File: src/hdl/tmps_pkg.sv
package tmps_pkg;
  localparam int NPORT = 10;
  localparam int NTRUNK = 8;
  localparam int NSEL = 8;
  localparam int PW = 4;
  localparam int TW = 3;
  localparam int KW = 3;
  localparam int AW = 12;
  localparam int DW = 32;
  localparam int CW = 16;
  localparam logic [AW-1:0] CTRL_OFS = 12'h000;
  localparam logic [AW-1:0] MIR0_OFS = 12'h008;
  localparam logic [AW-1:0] MIR1_OFS = 12'h00C;
  localparam logic [AW-1:0] FSA_LO_OFS = 12'h010;
  localparam logic [AW-1:0] FSA_HI_OFS = 12'h014;
  localparam logic [AW-1:0] FDA_LO_OFS = 12'h018;
  localparam logic [AW-1:0] FDA_HI_OFS = 12'h01C;
  localparam logic [AW-1:0] STAT_OFS = 12'h020;
  localparam logic [AW-1:0] MEMB_BASE = 12'h040;
  localparam logic [AW-1:0] SEL_BASE = 12'h080;
  typedef enum logic [1:0] {
    TMPS_HASH_SADA = 2'h0,
    TMPS_HASH_SA   = 2'h1,
    TMPS_HASH_DA   = 2'h2,
    TMPS_HASH_PORT = 2'h3
  } tmps_hash_t;
  localparam int CTRL_HASH_LSB = 0;
  localparam int CTRL_RING_BIT = 2;
  localparam int CTRL_AMDST_BIT = 3;
  localparam int CTRL_AMEN_BIT = 4;
  localparam int CTRL_FMEN_BIT = 5;
  localparam int CTRL_FMREV_BIT = 6;
  localparam int MIR_PORT_LSB = 0;
  localparam int MIR_MON_LSB = 4;
  localparam int MIR_ING_BIT = 8;
  localparam int MIR_EGR_BIT = 9;
  localparam int MIR_EN_BIT = 10;
  localparam logic [6:0] CTRL_RST = 7'h00;
  localparam logic [10:0] MIR_RST = 11'h000;
endpackage : tmps_pkg

File: src/hdl/tmps_port_sel.sv
`timescale 1ns/10ps
`default_nettype none
// How it works
// - Eight trunks, up to four members each
// - Hash SA+DA default; SA or DA selectable
// - Source-port hash only in ring mode
// - Multicast uses the same hash key
// - Trunk-flagged destination fetches its group number
// - Trunk-flagged unicast from a member of dest trunk dropped
// - Eight select entries per trunk, key-indexed
// - Hash deterministic per address pair
// - Multicast drops source port and its trunk
// - Multicast keeps one hashed member per trunk
// - Software reprograms entries; applied at once
// - Source MAC mirror flag copies to mirror
// - Destination MAC mirror flag copies to mirror
// - Flow pair match copies to mirror
// - Optional reversed flow pair match
// - Port ingress or egress copied to mirror
// - At most two mirror ports
// - Mirror ports carry only mirrored copies
module tmps_port_sel
  import tmps_pkg::*;
#(
  parameter int MAXMEMB = 4
) (
  input  wire logic             CLK_IN,
  input  wire logic             RST_IN,
  input  wire logic             PSEL_IN,
  input  wire logic             PENABLE_IN,
  input  wire logic             PWRITE_IN,
  input  wire logic [AW-1:0]    PADDR_IN,
  input  wire logic [DW-1:0]    PWDATA_IN,
  output logic      [DW-1:0]    PRDATA_OUT,
  output logic                  PREADY_OUT,
  output logic                  PSLVERR_OUT,
  input  wire logic             REQ_VALID_IN,
  input  wire logic             REQ_MCAST_IN,
  input  wire logic [PW-1:0]    REQ_SRC_PORT_IN,
  input  wire logic [47:0]      REQ_SA_IN,
  input  wire logic [47:0]      REQ_DA_IN,
  input  wire logic [NPORT-1:0] REQ_DEST_IN,
  input  wire logic             REQ_DST_TRUNK_IN,
  input  wire logic             REQ_SA_MIRROR_IN,
  input  wire logic             REQ_DA_MIRROR_IN,
  output logic                  RES_VALID_OUT,
  output logic      [NPORT-1:0] RES_DEST_OUT,
  output logic                  RES_DROP_OUT,
  output logic                  RES_MIRRORED_OUT
);

  // Software-visible configuration
  logic [6:0]       ctrl_q;
  logic [10:0]      mir_q [2];
  logic [47:0]      fsa_q;
  logic [47:0]      fda_q;

  // Trunk tables; cleared so no port starts out trunked
  logic [NPORT-1:0] memb_q [NTRUNK];
  logic [PW-1:0]    sel_q [NTRUNK][NSEL];

  // Status counters wrap silently and have no clear
  logic [CW-1:0]    drop_cnt_q;
  logic [CW-1:0]    mir_cnt_q;

  // Bus answer, always one wait-free access cycle
  logic [DW-1:0]    prdata_q;
  logic             pready_q;
  logic             pslverr_q;

  // Decision result, one cycle after the request
  logic             res_valid_q;
  logic [NPORT-1:0] res_dest_q;
  logic             res_drop_q;
  logic             res_mir_q;

  // Fold a 48-bit value to a key; pure function of its input so a flow
  // always hashes to the same entry
  function automatic logic [KW-1:0] fold48(input logic [47:0] v);
    logic [KW-1:0] k;
    k = '0;
    for (int i = 0; i < 16; i++) begin
      k = k ^ v[i*KW +: KW];
    end
    return k;
  endfunction : fold48

  // APB decode
  // The answer is fixed one cycle after setup, so the access phase
  // never stretches; a write commits only in that access cycle
  wire         setup_ph  = PSEL_IN & ~PENABLE_IN;
  wire         wr_fire   = PSEL_IN & PENABLE_IN & pready_q & PWRITE_IN & ~pslverr_q;
  wire         is_memb   = (PADDR_IN[AW-1:5] == MEMB_BASE[AW-1:5]);
  wire         is_sel    = (PADDR_IN[AW-1:5] == SEL_BASE[AW-1:5]);
  wire [TW-1:0] reg_tidx = PADDR_IN[2+TW-1:2];
  wire         aligned   = (PADDR_IN[1:0] == 2'h0);
  wire         is_ctrl   = (PADDR_IN == CTRL_OFS);
  wire         is_mir0   = (PADDR_IN == MIR0_OFS);
  wire         is_mir1   = (PADDR_IN == MIR1_OFS);
  wire         is_fsal   = (PADDR_IN == FSA_LO_OFS);
  wire         is_fsah   = (PADDR_IN == FSA_HI_OFS);
  wire         is_fdal   = (PADDR_IN == FDA_LO_OFS);
  wire         is_fdah   = (PADDR_IN == FDA_HI_OFS);
  wire         is_stat   = (PADDR_IN == STAT_OFS);
  wire         mapped    = aligned & (is_ctrl | is_mir0 | is_mir1 | is_fsal | is_fsah |
                                      is_fdal | is_fdah | is_stat | is_memb | is_sel);
  // Status is read-only; a write to it is refused with an error
  wire         bad_acc   = ~mapped | (is_stat & PWRITE_IN);

  logic [DW-1:0] sel_word;
  always_comb begin
    sel_word = '0;
    for (int e = 0; e < NSEL; e++) begin
      sel_word[e*PW +: PW] = sel_q[reg_tidx][e];
    end
  end

  wire [DW-1:0] rd_mux =
    is_ctrl ? {25'h0000000, ctrl_q} :
    is_mir0 ? {21'h000000, mir_q[0]} :
    is_mir1 ? {21'h000000, mir_q[1]} :
    is_fsal ? fsa_q[31:0] :
    is_fsah ? {16'h0000, fsa_q[47:32]} :
    is_fdal ? fda_q[31:0] :
    is_fdah ? {16'h0000, fda_q[47:32]} :
    is_stat ? {mir_cnt_q, drop_cnt_q} :
    is_memb ? {{(DW-NPORT){1'b0}}, memb_q[reg_tidx]} :
    is_sel  ? sel_word : 32'h00000000;

  // Config fields
  wire [1:0] hash_sel = ctrl_q[CTRL_HASH_LSB +: 2];
  wire       ring_en  = ctrl_q[CTRL_RING_BIT];
  wire       am_dst   = ctrl_q[CTRL_AMDST_BIT];
  wire       am_en    = ctrl_q[CTRL_AMEN_BIT];
  wire       fm_en    = ctrl_q[CTRL_FMEN_BIT];
  wire       fm_rev   = ctrl_q[CTRL_FMREV_BIT];

  // Hash key, shared by unicast and multicast
  // Source-port keying falls back to the address hash outside ring
  // mode, so a stray mode setting cannot skew distribution
  logic [KW-1:0] key;
  always_comb begin
    case (hash_sel)
      TMPS_HASH_SA:   key = fold48(REQ_SA_IN);
      TMPS_HASH_DA:   key = fold48(REQ_DA_IN);
      TMPS_HASH_PORT: key = ring_en ? REQ_SRC_PORT_IN[KW-1:0] : fold48(REQ_SA_IN ^ REQ_DA_IN);
      default:        key = fold48(REQ_SA_IN ^ REQ_DA_IN);
    endcase
  end

  // Mirror ports and their one-hot masks
  // A port number beyond the last port selects nothing, so a bad
  // setting loses the copy rather than hitting a wrong port
  logic [NPORT-1:0] mport_oh [2];
  logic [NPORT-1:0] mon_oh [2];
  logic [NPORT-1:0] mport_all;
  always_comb begin
    mport_all = '0;
    for (int m = 0; m < 2; m++) begin
      mport_oh[m] = '0;
      mon_oh[m] = '0;
      if (mir_q[m][MIR_EN_BIT]) begin
        mport_oh[m][mir_q[m][MIR_PORT_LSB +: PW]] = 1'b1;
        mon_oh[m][mir_q[m][MIR_MON_LSB +: PW]] = 1'b1;
      end
      mport_all = mport_all | mport_oh[m];
    end
  end

  // Trunk resolution
  // Source group is the ingress port plus every member of its trunk;
  // multicast must never echo back onto that group
  // Trunk-flagged unicast to a trunk member is replaced by the hashed member, and
  // dropped outright when the ingress port sits in the same trunk
  // An entry naming a non-member keeps no port of that trunk, which
  // is how software parks a failed link until it reprograms
  logic [NPORT-1:0] src_oh;
  logic [NPORT-1:0] src_grp;
  logic [NPORT-1:0] fwd;
  logic             drop;
  logic [NPORT-1:0] pick_oh;
  always_comb begin
    src_oh = '0;
    src_oh[REQ_SRC_PORT_IN] = 1'b1;
    src_grp = src_oh;
    for (int t = 0; t < NTRUNK; t++) begin
      if ((memb_q[t] & src_oh) != '0) begin
        src_grp = src_grp | memb_q[t];
      end
    end
    drop = 1'b0;
    fwd = REQ_DEST_IN;
    if (REQ_MCAST_IN) begin
      fwd = fwd & ~src_grp;
      for (int t = 0; t < NTRUNK; t++) begin
        pick_oh = '0;
        pick_oh[sel_q[t][key]] = 1'b1;
        if ((fwd & memb_q[t]) != '0) begin
          fwd = (fwd & ~memb_q[t]) | (pick_oh & memb_q[t]);
        end
      end
    end else if (REQ_DST_TRUNK_IN) begin
      for (int t = 0; t < NTRUNK; t++) begin
        pick_oh = '0;
        pick_oh[sel_q[t][key]] = 1'b1;
        if ((REQ_DEST_IN & memb_q[t]) != '0) begin
          fwd = pick_oh;
          if ((memb_q[t] & src_oh) != '0) begin
            drop = 1'b1;
          end
        end
      end
    end
    pick_oh = '0;
  end

  wire [NPORT-1:0] fwd_norm = drop ? '0 : (fwd & ~mport_all);

  // Mirror decisions
  wire addr_hit = am_en & (am_dst ? REQ_DA_MIRROR_IN : REQ_SA_MIRROR_IN);
  wire flow_fwd = (REQ_SA_IN == fsa_q) & (REQ_DA_IN == fda_q);
  wire flow_rev = fm_rev & (REQ_SA_IN == fda_q) & (REQ_DA_IN == fsa_q);
  wire flow_hit = fm_en & (flow_fwd | flow_rev);

  // Address and flow copies use the first mirror port only
  logic [NPORT-1:0] mir_mask;
  always_comb begin
    mir_mask = '0;
    if (addr_hit | flow_hit) begin
      mir_mask = mport_oh[0];
    end
    for (int m = 0; m < 2; m++) begin
      if ((mir_q[m][MIR_ING_BIT] & ((mon_oh[m] & src_oh) != '0)) |
          (mir_q[m][MIR_EGR_BIT] & ((mon_oh[m] & fwd_norm) != '0))) begin
        mir_mask = mir_mask | mport_oh[m];
      end
    end
  end

  // OR into one mask so a port hit by several conditions gets one copy
  wire [NPORT-1:0] final_dest = fwd_norm | mir_mask;

  // APB register
  // Read data is zero outside a good read so the bus shows nothing
  // stale between transfers
  always_ff @(posedge CLK_IN) begin
    if (RST_IN) begin
      pready_q  <= 1'b0;
      pslverr_q <= 1'b0;
      prdata_q  <= 32'h00000000;
    end else begin
      pready_q  <= setup_ph;
      pslverr_q <= setup_ph & bad_acc;
      prdata_q  <= (setup_ph & ~PWRITE_IN & ~bad_acc) ? rd_mux : 32'h00000000;
    end
  end

  always_ff @(posedge CLK_IN) begin
    if (RST_IN) begin
      ctrl_q  <= CTRL_RST;
      mir_q[0] <= MIR_RST;
      mir_q[1] <= MIR_RST;
      fsa_q   <= 48'h000000000000;
      fda_q   <= 48'h000000000000;
    end else if (wr_fire) begin
      // Each half of a flow address lands alone; software should
      // disable flow mirroring while it rewrites a pair
      if (is_ctrl) begin
        ctrl_q <= PWDATA_IN[6:0];
      end
      if (is_mir0) begin
        mir_q[0] <= PWDATA_IN[10:0];
      end
      if (is_mir1) begin
        mir_q[1] <= PWDATA_IN[10:0];
      end
      if (is_fsal) begin
        fsa_q[31:0] <= PWDATA_IN;
      end
      if (is_fsah) begin
        fsa_q[47:32] <= PWDATA_IN[15:0];
      end
      if (is_fdal) begin
        fda_q[31:0] <= PWDATA_IN;
      end
      if (is_fdah) begin
        fda_q[47:32] <= PWDATA_IN[15:0];
      end
    end
  end

  // Member table: writes with more than MAXMEMB bits set are ignored
  wire memb_ok = ($countones(PWDATA_IN[NPORT-1:0]) <= MAXMEMB);
  always_ff @(posedge CLK_IN) begin
    if (RST_IN) begin
      for (int t = 0; t < NTRUNK; t++) begin
        memb_q[t] <= '0;
        for (int e = 0; e < NSEL; e++) begin
          sel_q[t][e] <= '0;
        end
      end
    end else if (wr_fire) begin
      // An oversized group is refused whole rather than trimmed
      if (is_memb & memb_ok) begin
        memb_q[reg_tidx] <= PWDATA_IN[NPORT-1:0];
      end
      if (is_sel) begin
        for (int e = 0; e < NSEL; e++) begin
          sel_q[reg_tidx][e] <= PWDATA_IN[e*PW +: PW];
        end
      end
    end
  end

  // Any mirror copy at all marks the frame as mirrored
  wire req_mir = (mir_mask != '0);

  // Result pipeline and counters
  // Outputs fall back to zero between requests so a consumer that
  // ignores the valid pulse still sees nothing
  always_ff @(posedge CLK_IN) begin
    if (RST_IN) begin
      res_valid_q <= 1'b0;
      res_dest_q  <= '0;
      res_drop_q  <= 1'b0;
      res_mir_q   <= 1'b0;
      drop_cnt_q  <= '0;
      mir_cnt_q   <= '0;
    end else begin
      res_valid_q <= REQ_VALID_IN;
      res_dest_q  <= REQ_VALID_IN ? final_dest : '0;
      res_drop_q  <= REQ_VALID_IN & drop;
      res_mir_q   <= REQ_VALID_IN & req_mir;
      if (REQ_VALID_IN & drop) begin
        drop_cnt_q <= drop_cnt_q + 16'h0001;
      end
      if (REQ_VALID_IN & req_mir) begin
        mir_cnt_q <= mir_cnt_q + 16'h0001;
      end
    end
  end

  // Every output comes straight from a flip-flop
  assign PRDATA_OUT       = prdata_q;
  assign PREADY_OUT       = pready_q;
  assign PSLVERR_OUT      = pslverr_q;
  assign RES_VALID_OUT    = res_valid_q;
  assign RES_DEST_OUT     = res_dest_q;
  assign RES_DROP_OUT     = res_drop_q;
  assign RES_MIRRORED_OUT = res_mir_q;

endmodule : tmps_port_sel
`default_nettype wire

File: config.mk
export PLATFORM = sky130hd
export DESIGN_NAME = tmps_port_sel
export DESIGN_NICKNAME = d
export VERILOG_FILES = /design/src/hdl/tmps_pkg.sv /design/src/hdl/tmps_port_sel.sv
export SDC_FILE = /design/constraint.sdc
export NUM_CORES = 2
export LEC_CHECK = 0
export BUFFER_PORTS_ARGS = -buffer_cell sky130_fd_sc_hd__buf_2
export CORE_AREA = 2 2 364 366
export CTS_CLUSTER_DIAMETER = 80
export CTS_CLUSTER_SIZE = 14
export DETAILED_ROUTE_END_ITERATION = 10
export DIE_AREA = 0 0 366 368
export PLACE_DENSITY = 0.46
export REMOVE_ABC_BUFFERS = 1
export SETUP_SLACK_MARGIN = 0.05
export SLEW_MARGIN = 25
export SYNTH_ARGS = -nofsm -noshare
export SYNTH_HDL_FRONTEND = slang
export SYNTH_SLANG_ARGS = --single-unit
File: constraint.sdc
create_clock -name CLK_IN -period 10 [get_ports CLK_IN]
set_input_delay 0.5 -clock CLK_IN [delete_from_list [all_inputs] [get_ports CLK_IN]]
set_output_delay 0.5 -clock CLK_IN [all_outputs]
set_load 0.02 [all_outputs]
==> reports/qor.yml <==
detailed_routing:
  first_pass_iters: 7
  drc_errors: 0
  vias: 36208
  drt-wirelength-per-cell_um: 30.6
  routed_wl_um: 191000
  postRouteAntennaNets: 0
  drtIter0Drc: 4843
  vias_per_cell: 5.79
pwr:
  leakage_uw: 0.0161
  power-per-cell-area_mw_per_mm2: 261
  p_int_uw: 5730
  sequentialPowerShare: 0.214
  p_sw_frac: 0.500
  ir_worst_vdd_mv: 0.202
  total_power_uw: 11500
  p_comb_frac: 0.628
  netSwitchingPower_uw: 5730
  pwr-share-clk: 0.159
cts:
  tritoncts: "built"
  cts_buffers: 48
  cts_root_buf: "clkbuf_16"
  clockBufferDepth: 3
  post_cts_buffers: 0
  htreeDepth: 2
  clk_pin_slew_worst_paths_ns: 0.07
  cts_resized: 0
  cts.sinks: 540
  insertion_delay_ns: 0.65
  cts_hold_buf: 0
timing:
  rsz0062_at_grt: "false"
  fin_crit_ns: 9.61
  setup_ws_ns: 0.388
  final-setup-viol-count: 0
  post-route-period-util: 0.961
  hold_viol: 0
  tns_ns: 0
  fmax_ghz: 0.104
  relSlewSlack: 0.294
  tightest_slew_ns: 1.05
  finalClockSkew_ns: 0.0553
  hold_slack_ns: 0.110
  final_max_slew_viol_count: 0
logic_synthesis:
  syn_inst: 4188
  synth-main-ff-cell: "edfxtp_1"
  synth.avg_cell_area_um2: 9.00
  synth.area.top_cells: "edfxtp_1 (29%), dfxtp_1 (9.7%), nand2_1 (5.9%)"
  async_reset_ff_frac: 0
  synth-edff-count: 358
  synth_top_area_share: 0.285
  ys_seq_area_frac: 0.382
  ys_warn_count: 0
  synth.largest_area_cell: "edfxtp_1"
  ys_types: 117
  syn_area_mm2: 0.0377
  ys_ff_latch: 540
worst_setup_path:
  cp_slowest_cell: "o32ai_1"
  max_stage_delay_ns: 0.52
  start_kind: "input port"
  r2r_end: "mir_cnt_q[8]"
  crit_top_cell: "buf_4"
  rr_startpoint: "ctrl_q[2]"
  crit_arrival_ns: 10.15
  critPathRequiredTime_ns: 10.54
  reg2reg_depth: 35
  cp_max_fo: 19
  reg2reg_slack_ns: 0.50
  worstSetupEndpointType: "flip-flop"
  timing_worst_setup_path_type: "input port to flip-flop"
layout:
  area_growth_pct: 16.3
  layout.nets: 4644
  drive_above_1_share: 0.189
  multiInputGateArea_mm2: 0.0216
  seqCellArea_mm2: 0.0144
  n_fill_cell: 13795
  fin_util: 0.335
global_routing:
  grt_max_degree: 60
  grt_pass1_wl_um: 269000
  grt_pass1_vias: 34697
  grt_usage: 0.275
  overflow: 0
  antenna_found_initial: 9
floorplan:
  num_io_pins: 211
  num_rows: 133
  initial_core_util: 0.288
  die_x_um: 366
  die_h_um: 368
  die_area_mm2: 0.135
  fp.coreArea_mm2: 0.131
placed_design:
  hpwl_um: 146000
  io_buffers: 210
  post-place-ws_ns: -0.0571
  gp_congestion: 0.992
min_path:
  hp-class: "input port to flip-flop"
  min_from: "PSEL_IN"
  hold_depth: 3
  hold_end: "PREADY_OUT"
job:
  max_cap_violations: 0
status:
  status: "complete, no violations"
[kinds of logic (layout without fill, tap and decap cells)]
logic type	count (synthesis)	after routing	share of synthesized area
XOR/XNOR	251	251	0.0583
multiplexers	259	259	0.0997
adder cells (fa/ha/maj)	10	10	0.00451
AO/OA/AOI/OAI	849	849	0.159
buffers and inverters	453	760	0.0473
other	0	3	0
AND/OR/NAND/NOR	1826	1826	0.250
flip-flops	540	540	0.382
[how the worst max path moves through the flow]
stage          slack (ns)  cells past startpoint            to           from
5_1_grt              0.07                     37  mir_cnt_q[1]   memb_q[1][2]
4_1_cts              0.44                     34  mir_cnt_q[8]      ctrl_q[2]
2_1_floorplan       -2.41                     31  mir_cnt_q[8]   REQ_DA_IN[7]
6_report             0.39                     39  mir_cnt_q[8]  REQ_DA_IN[45]
3_5_place_dp        -0.06                     36  mir_cnt_q[8]  REQ_SA_IN[30]
3_3_place_gp        -0.04                     40  mir_cnt_q[8]  REQ_SA_IN[17]
[synth_stat cells, types with 37 or more instances]
cell type,instances
a221oi_1,48
mux4_2,86
and2_1,346
inv_1,130
dfxtp_1,182
xnor2_1,126
nor3_1,69
nand3b_1,40
clkbuf_1,242
nor2b_1,56
mux2_2,51
nand3_1,172
and3_1,45
buf_1,37
mux2i_1,116
a21oi_1,218
edfxtp_1,358
xor2_1,125
a22oi_1,40
nor2_1,200
o21ai_0,120
nor4_1,60
nand2_1,590
o22ai_1,48
nand4_1,61
[through the flow]
| stage | std cells | cell area [um^2] |
|---|---|---|
| final | 6253 | 43900 |
| after global routing | 6250 | 43900 |
| after CTS | 6250 | 43800 |
| after detailed placement | 6175 | 42400 |
| after global placement | 6174 | 42400 |
| after floorplan | 3868 | 36400 |
[placed cells by master, fill, tap and decap left out, types with 60 or more instances in the layout]
cell type,count
nand2_1,588
edfxtp_1,358
and2_1,346
buf_4,335
a21oi_1,218
buf_2,207
nor2_1,189
dfxtp_1,182
nand3_1,172
inv_1,130
xnor2_1,126
xor2_1,125
o21ai_0,118
mux2i_1,116
mux4_2,86
nor3_1,66
nand4_1,61
nor4_1,60
[registers in the layout, indices dropped and copies added, names as in the netlist]
| signal | cells |
|---|---|
| fsa_q | 48 |
| PREADY_OUT | 1 |
| PRDATA_OUT | 32 |
| fda_q | 48 |
| ctrl_q | 7 |
| RES_VALID_OUT | 1 |
| RES_DROP_OUT | 1 |
| RES_DEST_OUT | 10 |
| sel_q | 256 |
| memb_q | 80 |
| drop_cnt_q | 16 |
| mir_q | 22 |
| RES_MIRRORED_OUT | 1 |
| mir_cnt_q | 16 |
| PSLVERR_OUT | 1 |
[power groups by stage]
stage,sequential (uW),combinational (uW),clock [uW]
5_1_grt,2450,7560,1920
4_1_cts,2450,6990,1850
6_report,2450,7190,1820
3_3_place_gp,2500,7020,0
3_5_place_dp,2500,6970,0
2_1_floorplan,2500,3380,0
[layout make-up]
| cell class | count | share of cell area |
|---|---|---|
| inverter | 133 | 0.0114 |
| clock inverter | 10 | 0.00274 |
| timing repair buffer | 552 | 0.0851 |
| sequential | 540 | 0.328 |
| multi-input combinational | 3195 | 0.493 |
| antenna | 3 | 0.000171 |
| tap | 1755 | 0.0501 |
| clock buffer | 65 | 0.0293 |
[worst max-delay path, delay by kind of cell]
family	cells	cell delay, ns
AOI/OAI and AO/OA	16	4.73
and+or+nand+nor	8	1.43
buffers and inverters	7	1.29
muxes	4	1.12
xor gates and xnor gates	4	1.01
[routing by layer]
layer,wire (um),vias up,global-route usage,part of all wire
met4,8010,8,0.103,0.042
met2,87200,1792,0.442,0.46
met1,82100,18126,0.377,0.43
met5,45,-,0,0.00024
met3,14100,352,0.0327,0.074
li1,-,15930,-,-
No activity file was read; power rests on OpenSTA's default activity.
